--- src/cchp_pkg.sv ---
// Shared constants, types and helpers for the counter channel block
package cchp_pkg;

  localparam int         CCHP_NCH     = 4;
  localparam int         CCHP_NZC     = 3;

  // Control word bit positions
  localparam int         CW_IE        = 7;
  localparam int         CW_MODE      = 6;
  localparam int         CW_PRE       = 5;
  localparam int         CW_EDGE      = 4;
  localparam int         CW_TRIG      = 3;
  localparam int         CW_TC        = 2;
  localparam int         CW_SRST      = 1;
  localparam int         CW_CTRL      = 0;

  // Vector field layout
  localparam int         VEC_HI_LSB   = 3;

  // Values after reset
  localparam logic [7:0] CTRL_RST     = 8'h00;
  localparam logic [7:0] TC_RST       = 8'h00;
  localparam logic [7:0] CNT_RST      = 8'h00;
  localparam logic [4:0] VEC_HI_RST   = 5'h00;

  // Counter value whose next decrement is the zero count, which reloads the constant
  localparam logic [7:0] CNT_LAST     = 8'h01;

  // Prescaler terminal masks, divide by 16 or 256
  localparam logic [7:0] PRE_MASK_16  = 8'h0f;
  localparam logic [7:0] PRE_MASK_256 = 8'hff;

  // Two-byte return-from-interrupt opcode
  localparam logic [7:0] RETURN_FROM_IRQ_OP_PREFIX  = 8'hed;
  localparam logic [7:0] RETURN_FROM_IRQ_OP_OP      = 8'h4d;

  typedef enum logic {
    RETURN_FROM_IRQ_OP_IDLE,
    RETURN_FROM_IRQ_OP_SEEN_PREFIX
  } cchp_return_from_irq_op_t;

  // Index of the lowest set bit; channel 0 has top priority
  function automatic logic [1:0] cchp_first_set(input logic [3:0] v);
    logic [1:0] idx;
    idx = 2'h3;
    for (int i = CCHP_NCH - 1; i >= 0; i--) begin
      if (v[i]) begin
        idx = 2'(i);
      end
    end
    return idx;
  endfunction

endpackage

--- src/cchp_edge_det.sv ---
// Per-channel active edge detector for the external edge inputs
`timescale 1ns/1ns
module cchp_edge_det
  import cchp_pkg::*;
(
  // Clock and reset
  input  wire logic                clock,
  input  wire logic                rst_n,
  // Edge inputs and polarity, 1 selects rising
  input  wire logic [CCHP_NCH-1:0] sig,
  input  wire logic [CCHP_NCH-1:0] rise_sel,
  // One pulse per active edge
  output logic      [CCHP_NCH-1:0] hit
);

  logic [CCHP_NCH-1:0] prev_r;

  always_ff @(posedge clock) begin
    if (!rst_n) begin
      prev_r <= '0;
    end else begin
      prev_r <= sig;
    end
  end

  // An edge landing just before a clock edge acts at that edge; sig reaches hit with no synchronizer stage
  always_comb begin
    for (int i = 0; i < CCHP_NCH; i++) begin
      hit[i] = rise_sel[i] ? (sig[i] & ~prev_r[i]) : (~sig[i] & prev_r[i]);
    end
  end

endmodule

--- src/cchp_irq_prio.sv ---
// Fixed-priority interrupt arbiter across the four channels
`timescale 1ns/1ns
module cchp_irq_prio
  import cchp_pkg::*;
(
  // Pending and in-service flags
  input  wire logic [CCHP_NCH-1:0] pend,
  input  wire logic [CCHP_NCH-1:0] in_svc,
  // Winning channel
  output logic                     grant_vld,
  output logic      [1:0]          grant_ch
);

  logic [1:0] svc_top;

  always_comb begin
    grant_ch  = cchp_first_set(pend);
    svc_top   = cchp_first_set(in_svc);
    // A channel under service blocks itself and all below it
    grant_vld = |pend && (~|in_svc || (grant_ch < svc_top));
  end

endmodule

--- src/cchp_top.sv ---
// Four-channel counter block with host bus, daisy chain and vectors
`timescale 1ns/1ns
module cchp_top
  import cchp_pkg::*;
(
  // Clock and reset
  input  wire logic                clock,
  input  wire logic                rst_n,
  // Host data bus, split into its three signals
  input  wire logic [7:0]          data_in,
  output logic      [7:0]          data_out,
  output logic                     data_oe,
  // Host cycle control
  input  wire logic                chan_sel_lo,
  input  wire logic                chan_sel_hi,
  input  wire logic                chip_sel_n,
  input  wire logic                io_request_n,
  input  wire logic                read_n,
  input  wire logic                opcode_fetch_cycle_n,
  // Daisy chain
  input  wire logic                chain_enable_in,
  output logic                     chain_enable_out,
  // Open-drain interrupt request
  output logic                     irq_n_out,
  output logic                     irq_oe,
  // Channel pins
  input  wire logic [CCHP_NCH-1:0] ext_edge_in,
  output logic      [CCHP_NZC-1:0] zero_reached_pulse
);

  logic [1:0]          sel;
  logic                wr_act;
  logic                rd_act;
  logic                ack_act;
  logic                fetch_act;
  logic                wr_prev_r;
  logic                ack_prev_r;
  logic                fetch_prev_r;
  logic                wr_go;
  logic                ack_go;
  logic                ack_take;
  logic                fetch_end;
  logic [CCHP_NCH-1:0] wr_ch;
  logic [7:0]          ctrl_r [CCHP_NCH];
  logic [7:0]          tc_r   [CCHP_NCH];
  logic [7:0]          cnt_r  [CCHP_NCH];
  logic [7:0]          pre_r  [CCHP_NCH];
  logic [CCHP_NCH-1:0] run_r;
  logic [CCHP_NCH-1:0] arm_r;
  logic [CCHP_NCH-1:0] tc_pend_r;
  logic [CCHP_NCH-1:0] ip_r;
  logic [CCHP_NCH-1:0] ius_r;
  logic [CCHP_NCH-1:0] rise_sel;
  logic [CCHP_NCH-1:0] edge_hit;
  logic [CCHP_NCH-1:0] tick;
  logic [CCHP_NCH-1:0] dec;
  logic [CCHP_NCH-1:0] zero_ev;
  logic [CCHP_NCH-1:0] ip_set;
  logic [CCHP_NCH-1:0] ip_clr;
  logic [CCHP_NCH-1:0] ius_set;
  logic [CCHP_NCH-1:0] ius_clr;
  logic [4:0]          vec_hi_r;
  logic [1:0]          ack_ch_r;
  logic                ack_drv_r;
  logic                grant_vld;
  logic [1:0]          grant_ch;
  logic [7:0]          op_r;
  cchp_return_from_irq_op_t          return_from_irq_op_r;
  cchp_return_from_irq_op_t          return_from_irq_op_nxt;
  logic                return_from_irq_op_go;
  logic [7:0]          sel_cnt;

  // Host cycle decode
  always_comb begin
    sel       = {chan_sel_hi, chan_sel_lo};
    wr_act    = !io_request_n && !chip_sel_n && read_n &&
                opcode_fetch_cycle_n;
    rd_act    = !io_request_n && !chip_sel_n && !read_n &&
                opcode_fetch_cycle_n;
    ack_act   = !io_request_n && !opcode_fetch_cycle_n;
    fetch_act = io_request_n && !opcode_fetch_cycle_n && !read_n;
    wr_go     = wr_act && !wr_prev_r;
    ack_go    = ack_act && !ack_prev_r;
    fetch_end = fetch_prev_r && !fetch_act;
    ack_take  = ack_go && chain_enable_in && grant_vld;
    sel_cnt   = cnt_r[sel];
    for (int i = 0; i < CCHP_NCH; i++) begin
      wr_ch[i] = wr_go && (sel == 2'(i));
    end
  end

  // Write and acknowledge cycles act once, on their first clock; fetches act at their end
  always_ff @(posedge clock) begin
    if (!rst_n) begin
      wr_prev_r    <= 1'b0;
      ack_prev_r   <= 1'b0;
      fetch_prev_r <= 1'b0;
    end else begin
      wr_prev_r    <= wr_act;
      ack_prev_r   <= ack_act;
      fetch_prev_r <= fetch_act;
    end
  end

  always_comb begin
    for (int i = 0; i < CCHP_NCH; i++) begin
      rise_sel[i] = ctrl_r[i][CW_EDGE];
    end
  end

  cchp_edge_det u_edge (
    .clock    (clock),
    .rst_n    (rst_n),
    .sig      (ext_edge_in),
    .rise_sel (rise_sel),
    .hit      (edge_hit)
  );

  // Count source per channel
  always_comb begin
    for (int i = 0; i < CCHP_NCH; i++) begin
      if (ctrl_r[i][CW_MODE]) begin
        tick[i] = edge_hit[i];
      end else begin
        tick[i] = ctrl_r[i][CW_PRE] ?
                  (pre_r[i] == PRE_MASK_256) :
                  ((pre_r[i] & PRE_MASK_16) == PRE_MASK_16);
      end
      dec[i]     = run_r[i] && tick[i];
      zero_ev[i] = dec[i] && (cnt_r[i] == CNT_LAST);
    end
  end

  // Timer prescalers run only while a timer channel is running
  always_ff @(posedge clock) begin
    for (int i = 0; i < CCHP_NCH; i++) begin
      if (!rst_n || !run_r[i] || ctrl_r[i][CW_MODE]) begin
        pre_r[i] <= '0;
      end else begin
        pre_r[i] <= pre_r[i] + 8'h01;
      end
    end
  end

  // Channel programming and down-counting
  always_ff @(posedge clock) begin
    for (int i = 0; i < CCHP_NCH; i++) begin
      if (!rst_n) begin
        ctrl_r[i]    <= CTRL_RST;
        tc_r[i]      <= TC_RST;
        cnt_r[i]     <= CNT_RST;
        run_r[i]     <= 1'b0;
        arm_r[i]     <= 1'b0;
        tc_pend_r[i] <= 1'b0;
      end else begin
        if (zero_ev[i]) begin
          cnt_r[i] <= tc_r[i];
        end else if (dec[i]) begin
          cnt_r[i] <= cnt_r[i] - 8'h01;
        end
        if (arm_r[i] && edge_hit[i]) begin
          arm_r[i] <= 1'b0;
          run_r[i] <= 1'b1;
        end
        if (wr_ch[i] && tc_pend_r[i]) begin
          tc_r[i]      <= data_in;
          tc_pend_r[i] <= 1'b0;
          if (!run_r[i]) begin
            cnt_r[i] <= data_in;
            if (ctrl_r[i][CW_MODE] || !ctrl_r[i][CW_TRIG]) begin
              run_r[i] <= 1'b1;
            end else begin
              arm_r[i] <= 1'b1;
            end
          end else if (zero_ev[i]) begin
            cnt_r[i] <= data_in;
          end
        end else if (wr_ch[i] && data_in[CW_CTRL]) begin
          ctrl_r[i]    <= data_in;
          tc_pend_r[i] <= data_in[CW_TC];
          if (data_in[CW_SRST]) begin
            run_r[i] <= 1'b0;
            arm_r[i] <= 1'b0;
          end
        end
      end
    end
  end

  // Vector base shared by all channels
  always_ff @(posedge clock) begin
    if (!rst_n) begin
      vec_hi_r <= VEC_HI_RST;
    end else if (wr_go && !tc_pend_r[sel] && !data_in[CW_CTRL]) begin
      vec_hi_r <= data_in[7:VEC_HI_LSB];
    end
  end

  cchp_irq_prio u_prio (
    .pend      (ip_r),
    .in_svc    (ius_r),
    .grant_vld (grant_vld),
    .grant_ch  (grant_ch)
  );

  // Return-from-interrupt watch on opcode fetches
  always_ff @(posedge clock) begin
    if (!rst_n) begin
      op_r <= '0;
    end else if (fetch_act) begin
      op_r <= data_in;
    end
  end

  always_comb begin
    return_from_irq_op_nxt = return_from_irq_op_r;
    return_from_irq_op_go  = 1'b0;
    if (fetch_end) begin
      case (return_from_irq_op_r)
        RETURN_FROM_IRQ_OP_IDLE: begin
          if (op_r == RETURN_FROM_IRQ_OP_PREFIX) begin
            return_from_irq_op_nxt = RETURN_FROM_IRQ_OP_SEEN_PREFIX;
          end
        end
        RETURN_FROM_IRQ_OP_SEEN_PREFIX: begin
          return_from_irq_op_go  = (op_r == RETURN_FROM_IRQ_OP_OP);
          return_from_irq_op_nxt = (op_r == RETURN_FROM_IRQ_OP_PREFIX) ? RETURN_FROM_IRQ_OP_SEEN_PREFIX : RETURN_FROM_IRQ_OP_IDLE;
        end
        default: begin
          return_from_irq_op_nxt = RETURN_FROM_IRQ_OP_IDLE;
        end
      endcase
    end
  end

  always_ff @(posedge clock) begin
    if (!rst_n) begin
      return_from_irq_op_r <= RETURN_FROM_IRQ_OP_IDLE;
    end else begin
      return_from_irq_op_r <= return_from_irq_op_nxt;
    end
  end

  // Pending and in-service flags; a set beats a same-cycle clear
  always_comb begin
    for (int i = 0; i < CCHP_NCH; i++) begin
      ip_set[i]  = zero_ev[i] && ctrl_r[i][CW_IE];
      ip_clr[i]  = ack_take && (grant_ch == 2'(i));
      ius_set[i] = ip_clr[i];
      ius_clr[i] = return_from_irq_op_go && (cchp_first_set(ius_r) == 2'(i));
    end
  end

  always_ff @(posedge clock) begin
    if (!rst_n) begin
      ip_r  <= '0;
      ius_r <= '0;
    end else begin
      ip_r  <= (ip_r & ~ip_clr) | ip_set;
      ius_r <= (ius_r & ~ius_clr) | ius_set;
    end
  end

  // Acknowledge bookkeeping
  always_ff @(posedge clock) begin
    if (!rst_n) begin
      ack_drv_r <= 1'b0;
      ack_ch_r  <= '0;
    end else if (ack_take) begin
      ack_drv_r <= 1'b1;
      ack_ch_r  <= grant_ch;
    end else if (!ack_act) begin
      ack_drv_r <= 1'b0;
    end
  end

  // Data bus driver; registered so the pin never glitches mid-cycle
  always_ff @(posedge clock) begin
    if (!rst_n) begin
      data_out <= '0;
      data_oe  <= 1'b0;
    end else if (ack_take) begin
      data_out <= {vec_hi_r, grant_ch, 1'b0};
      data_oe  <= 1'b1;
    end else if (ack_act && ack_drv_r) begin
      data_oe  <= 1'b1;
    end else if (rd_act) begin
      data_out <= sel_cnt;
      data_oe  <= 1'b1;
    end else begin
      data_oe  <= 1'b0;
    end
  end

  // Pin outputs
  always_ff @(posedge clock) begin
    if (!rst_n) begin
      zero_reached_pulse <= '0;
    end else begin
      zero_reached_pulse <= zero_ev[CCHP_NZC-1:0];
    end
  end

  always_ff @(posedge clock) begin
    if (!rst_n) begin
      chain_enable_out <= chain_enable_in;
    end else begin
      chain_enable_out <= chain_enable_in && ~|ius_r;
    end
  end

  // Open drain: only ever pulls low, enable carries the request
  always_ff @(posedge clock) begin
    if (!rst_n) begin
      irq_n_out <= 1'b0;
      irq_oe    <= 1'b0;
    end else begin
      irq_n_out <= 1'b0;
      irq_oe    <= grant_vld && chain_enable_in;
    end
  end
endmodule

--- config.mk ---
export PLATFORM = sky130hd
export DESIGN_NAME = cchp_top
export DESIGN_NICKNAME = d
export VERILOG_FILES = /design/src/cchp_pkg.sv /design/src/cchp_edge_det.sv /design/src/cchp_irq_prio.sv /design/src/cchp_top.sv
export SDC_FILE = /design/constraint.sdc
export NUM_CORES = 1
export LEC_CHECK = 0
export BUFFER_PORTS_ARGS = -buffer_cell sky130_fd_sc_hd__buf_4
export CAP_MARGIN = 20
export CORE_MARGIN = 2
export CORE_UTILIZATION = 31
export CTS_BUF_LIST = sky130_fd_sc_hd__clkbuf_8 sky130_fd_sc_hd__clkbuf_16
export CTS_CLUSTER_SIZE = 8
export DETAILED_ROUTE_END_ITERATION = 8
export PLACE_DENSITY = 0.55
export SYNTH_ARGS = -nofsm -noshare
export SYNTH_HDL_FRONTEND = slang
export SYNTH_SLANG_ARGS = --single-unit
--- constraint.sdc ---
create_clock -name clock -period 6.7 [get_ports clock]
set_clock_uncertainty 0.2 [all_clocks]
set_input_delay 0.335 -clock clock [delete_from_list [all_inputs] [get_ports clock]]
set_output_delay 0.335 -clock clock [all_outputs]
set_load 0.03 [all_outputs]
After elaboration in Yosys (flattened, before gate mapping)
Memory sizes are Yosys's and may differ from the RTL's.
Cells that the tools add are included.
{"block": "word_totals", "ff_bits": 56, "latch_bits": 0, "ram_bits": 128, "romBits": 0, "inputBits": 21, "output_inout_bits": 15, "word_cells": 422, "memories": 4}
{"block": "classes", "n_addsub": 8, "multipliers": 0, "div": 0, "magnitude_cmp": 2, "n_eq_ne": 25, "shifts": 0, "muxes": 209, "bitwise": 52, "reduce_logical": 100}
{"memory": "cnt_r", "depth": 4, "word_bits": 8, "read_ports": 5, "rd_ports_with_merged_regs": 0, "write_ports": 4, "line_no": "cchp_top.sv:46", "rtl": "logic [7:0] cnt_r [CCHP_NCH];"}
{"memory": "ctrl_r", "depth": 4, "word_bits": 8, "read_ports": 4, "rd_ports_with_merged_regs": 0, "write_ports": 4, "line_no": "cchp_top.sv:44", "rtl": "logic [7:0] ctrl_r [CCHP_NCH];"}
{"memory": "pre_r", "depth": 4, "word_bits": 8, "read_ports": 4, "rd_ports_with_merged_regs": 0, "write_ports": 4, "line_no": "cchp_top.sv:47", "rtl": "logic [7:0] pre_r [CCHP_NCH];"}
{"memory": "tc_r", "depth": 4, "word_bits": 8, "read_ports": 4, "rd_ports_with_merged_regs": 0, "write_ports": 4, "line_no": "cchp_top.sv:45", "rtl": "logic [7:0] tc_r [CCHP_NCH];"}
{"operator": "$mux W8", "count": 31}
{"operator": "$mux W1", "count": 173}
{"operator": "$logic_and A1 B1 Y1", "count": 55}
{"operator": "$eq A8 B8 Y1 const B", "count": 5}
{"operator": "$add A8 B1 Y8 const B", "count": 4}
{"operator": "$eq A8 B1 Y1 const B", "count": 4}
{"operator": "$sub A8 B1 Y8 const B", "count": 4}
{"operator": "$or A1 B1 Y1", "count": 28}
{"operator": "$logic_not A1 Y1", "count": 19}
{"operator": "$eq A4 B4 Y1 const B", "count": 4}
{"operator": "$logic_or A1 B1 Y1", "count": 13}
{"operator": "$eq A2 B2 Y1 const B", "count": 6}
{"operator": "$not A1 Y1", "count": 10}
{"operator": "$reduce_or A2 Y1", "count": 5}
{"operator": "$and A1 B1 Y1", "count": 8}
{"operator": "$and A4 B4 Y4", "count": 2}
{"operator": "$eq A8 B7 Y1 const B", "count": 1}
{"operator": "$mux W2", "count": 4}
{"operator": "$not A4 Y4", "count": 2}
{"operator": "$or A4 B4 Y4", "count": 2}
{"operator": "$reduce_or A4 Y1", "count": 2}
{"operator": "$eq A2 B1 Y1 const B", "count": 3}
{"operator": "$logic_not A2 Y1", "count": 3}
{"operator": "$reduce_and A2 Y1", "count": 2}
{"operator": "6 further kinds", "count": 6}

Longest topological paths before layout
{"block": "depth", "ltp_word": 13, "mapped_depth": 10}

By module
From an unflattened synthesis, not the netlist that was laid out.
{"block": "hier_totals", "cells_unflattened": 838, "area_unflattened_um2": 8645.8}
{"module": "cchp_top", "n_inst": 1, "cells_per_inst": 804, "area_per_inst_um2": 8358.0, "seq_area_each_um2": 4204.0}
{"module": "cchp_edge_det", "n_inst": 1, "cells_per_inst": 20, "area_per_inst_um2": 200.2, "seq_area_each_um2": 80.1}
{"module": "cchp_irq_prio", "n_inst": 1, "cells_per_inst": 14, "area_per_inst_um2": 87.6, "seq_area_each_um2": 0.0}

Worst setup path after synthesis
Ideal clock, no wire load.
{"block": "synth_timing", "path_kind": "flip-flop to flip-flop", "start": "memory cnt_r[0][1]", "end": "memory cnt_r[0][5], data pin", "setup_ns": 0.254, "t_arrival_ns": 2.115, "slack_ns": 4.131, "path_stages_with_launch": 11, "cell_sequence": "edfxtp_1 > inv_1 > ha_1 > or4b_1 > buf_2 > or2_1 > buf_6 > nor3_2 > or3_2 > buf_6 > a2bb2o_4"}
{"element": "start, declared", "line_no": "cchp_top.sv:46"}

==> run_results.csv <==
group,metric,value,unit
run_status,status,"complete, no violations",
clock_tree,cts_tree,"done",
clock_tree,cts_htree_levels,4,
synthesis,yosysSeqAreaShare,50.67,%
critical_path,reg2reg_slack,3.76,ns
grt,grt_max_degree,47,
grt,grt_pass1_vias,5881,
route,vias_per_cell,5.190,
route,drc_errors,0,
sta,worst_slew_pin_slew,1.039,ns
clock_tree,cts_buffer_depth,2,
clock_tree,cts.clk_slew.worst_paths,0.07,ns
pwr,leakagePower,0.003418,uW
floorplan,die_h,169.1,um
synthesis,async_flop_share,0,%
route,wl,21.61,mm
critical_path,path_max_fanout,8,
grt,grt-ovfl-total,0,
clock_tree,clock_sinks,172,
critical_path,required,6.56,ns
clock_tree,cts_setup_buffers,0,
grt,grt_first_pass_wirelength,33.33,mm
synthesis,synth_flop_cell,"dfxtp_1",
grt,antenna_found_initial,0,
cells_and_area,multi_input_area,3889,um2
route,first_pass_iters,4,
route,postRouteAntennaNets,0,
sta,hold_violations,0,
sta,slew_headroom,29.97,%
floorplan,die-area,28610,um2
synthesis,ys_ff_latch,172,
flow_run,max-cap-violations,0,
cells_and_area,nets,890,
sta,finalCriticalPeriod,2.974,ns
clock_tree,post_cts_resized,0,
synthesis,synthCells,829,
sta,fin_crit_sh,44.39,%
cells_and_area,area_growth,15.05,%
synthesis,syn-num-nets,863,
cells_and_area,layout-drive-gt1-share,12.66,%
sta,rsz0062_at_grt,"no",
min_path,holdCritPathClass,"input port to flop",
floorplan,initial_utilization,31.46,%
floorplan,io_pins,36,
sta,finalSetupTns,0,ns
synthesis,synth_edf_count,84,
floorplan,rows,60,
clock_tree,insertion_delay,0.44,ns
placed_design,gp_congestion,0.8757,
grt,grt_usage,15.36,%
critical_path,cp-end-kind,"flop",
synthesis,synth_cell_type_count,69,
floorplan,core,26880,um2
pwr,power.density,241.4,nW/um2
cells_and_area,diodes,0,
route,wl_per_cell,17.86,um
cells_and_area,final_core_util,36.19,%
critical_path,path_class,"input port to flop",
placed_design,dp_hpwl,15.03,mm
synthesis,synth_area,8454,um2
clock_tree,cts_buffers,17,
cells_and_area,fillers,2651,
route,vias,6280,
synthesis,yosysWarnings,0,
route,drtIter0Drc,494,
sta,setup_ws,3.726,ns
sta,setup_viol,0,
critical_path,critPathLaunchType,"input port",
pwr,vdd_drop_max,0.0001450,V
sta,fmax,336.2,MHz
synthesis,synth.avg_cell_area,10.20,um2
floorplan,die_w,169.1,um
placed_design,place_ws,3.523,ns
placed_design,port_buffers,34,
critical_path,cp.arrival,2.83,ns
sta,final_max_slew_viol_count,0,
cells_and_area,regArea,4284,um2
clock_tree,ctsRootBufferMaster,"clkbuf_16",
## worst max-delay path, cell delays in order
cell	delay, ns
dlygate4sd3_1	0.53
buf_4	0.14
o21ai_0	0.47
a21oi_1	0.31
and2_1	0.23
o21ai_0	0.81
## path summary, 6_finish.rpt
kind                  startpoint          end  cells past startpoint
hold reg to reg      pre_r[0][0]  pre_r[0][0]                      1
setup reg to reg     cnt_r[1][1]  cnt_r[1][5]                      7
hold / removal      io_request_n    ack_drv_r                      4
setup / recovery  ext_edge_in[0]  cnt_r[0][0]                      6
## cells in the final DEF, fill, tap and decap left out, types with 12 or more instances in the layout
| master | count |
|---|---|
| nor2_1 | 94 |
| dfxtp_1 | 88 |
| edfxtp_1 | 84 |
| and2_1 | 59 |
| a21oi_1 | 47 |
| o21ai_0 | 44 |
| buf_4 | 36 |
| nand2_1 | 35 |
| o2bb2ai_1 | 28 |
| inv_1 | 23 |
| mux2i_1 | 23 |
| nand2b_1 | 21 |
| clkbuf_16 | 21 |
| or3_1 | 19 |
| nand3_1 | 19 |
| nor3_1 | 17 |
| xnor2_1 | 16 |
| and3_1 | 14 |
| ha_1 | 13 |
| o31ai_1 | 12 |
## cell usage after synthesis, types with 9 or more instances
cell type  instances  area, um2
nand2_1           35      131.4
and2_1            59      369.1
xnor2_1           16      140.1
nor3_1            17      85.08
nand3_1           19      95.09
a21oi_1           47      235.2
inv_1             22      82.58
ha_1              13      162.7
dfxtp_1           88       1762
a31oi_1            9      56.30
and3_1            14      87.58
edfxtp_1          84       2522
nor4_1            10      62.56
o21ai_0           44      220.2
mux2i_1           23      230.2
o2bb2ai_1         28      245.2
or2_2             10      62.56
or3_1             19      118.9
nand2b_1          21      131.4
o31ai_1           12      90.09
clkbuf_1          28      105.1
nor2_1            94      352.8
## area by class of cell
cell class	count	share of cell area, %
Clock inverter	9	1.042
Clock buffer	23	5.686
Multi-Input combinational cell	593	39.98
Timing Repair Buffer	50	4.013
Inverter	22	0.8490
Sequential cell	172	44.04
Tap cell	341	4.386
## repair_timing
item                                    CTS  global route
endpoints found under the setup margin    0             0
hold endpoints to repair                  8             0
hold buffers                              9             0
## metal layers
| layer | track usage [%] | vias to the layer above | routed length, um |
|---|---|---|---|
| met4 | 3.642 | 0 | 227 |
| met5 | 0 | - | 0 |
| met1 | 21.07 | 3053 | 10180 |
| met3 | 3.078 | 16 | 945 |
| li1 | - | 3080 | - |
| met2 | 25.00 | 131 | 10260 |
## registers in the layout, summed over array words and instances, names as in the netlist, 5 cells and up
signal and cells:
cnt_r 32, ctrl_r 20, data_out 8, op_r 8, pre_r 32, tc_r 32
vec_hi_r 5
## stage by stage
| stage | std cells | total power (uW) | hold WS, ns | instance area [um2] |
|---|---|---|---|---|
| floorplan | 829 | 1244 | 0.2118 | 8454 |
| global placement | 1164 | 1297 | 0.2261 | 8952 |
| detailed placement | 1164 | 1298 | 0.2310 | 8952 |
| CTS | 1205 | 2370 | 0.06571 | 9697 |
| global route | 1210 | 2425 | 0.1074 | 9727 |
| finish | 1210 | 2348 | 0.08100 | 9727 |
## cell families (layout without fill, tap and decap cells)
logic type / count (synthesis) / in the layout / synth area share (%)
other: 1 / 1 / 0.04436
buffers and inverters: 64 / 104 / 3.330
xor gates and xnor gates: 24 / 24 / 2.486
AOI/OAI and AO/OA: 188 / 188 / 15.14
adders and majority gates: 13 / 13 / 1.924
and+or+nand+nor: 333 / 333 / 21.15
muxes: 34 / 34 / 5.254
DFF: 172 / 172 / 50.67
## report_power, final
| group | internal, uW | switching (uW) | total, uW | leakage [uW] |
|---|---|---|---|---|
| combinational | 49.2 | 83.7 | 133 | 0.00153 |
| sequential | 1130 | 20.8 | 1150 | 0.00156 |
| clock | 656 | 413 | 1070 | 0.000331 |
| total | 1830 | 517 | 2350 | 0.00342 |
Note: power is estimated with default switching activity, not from simulation.
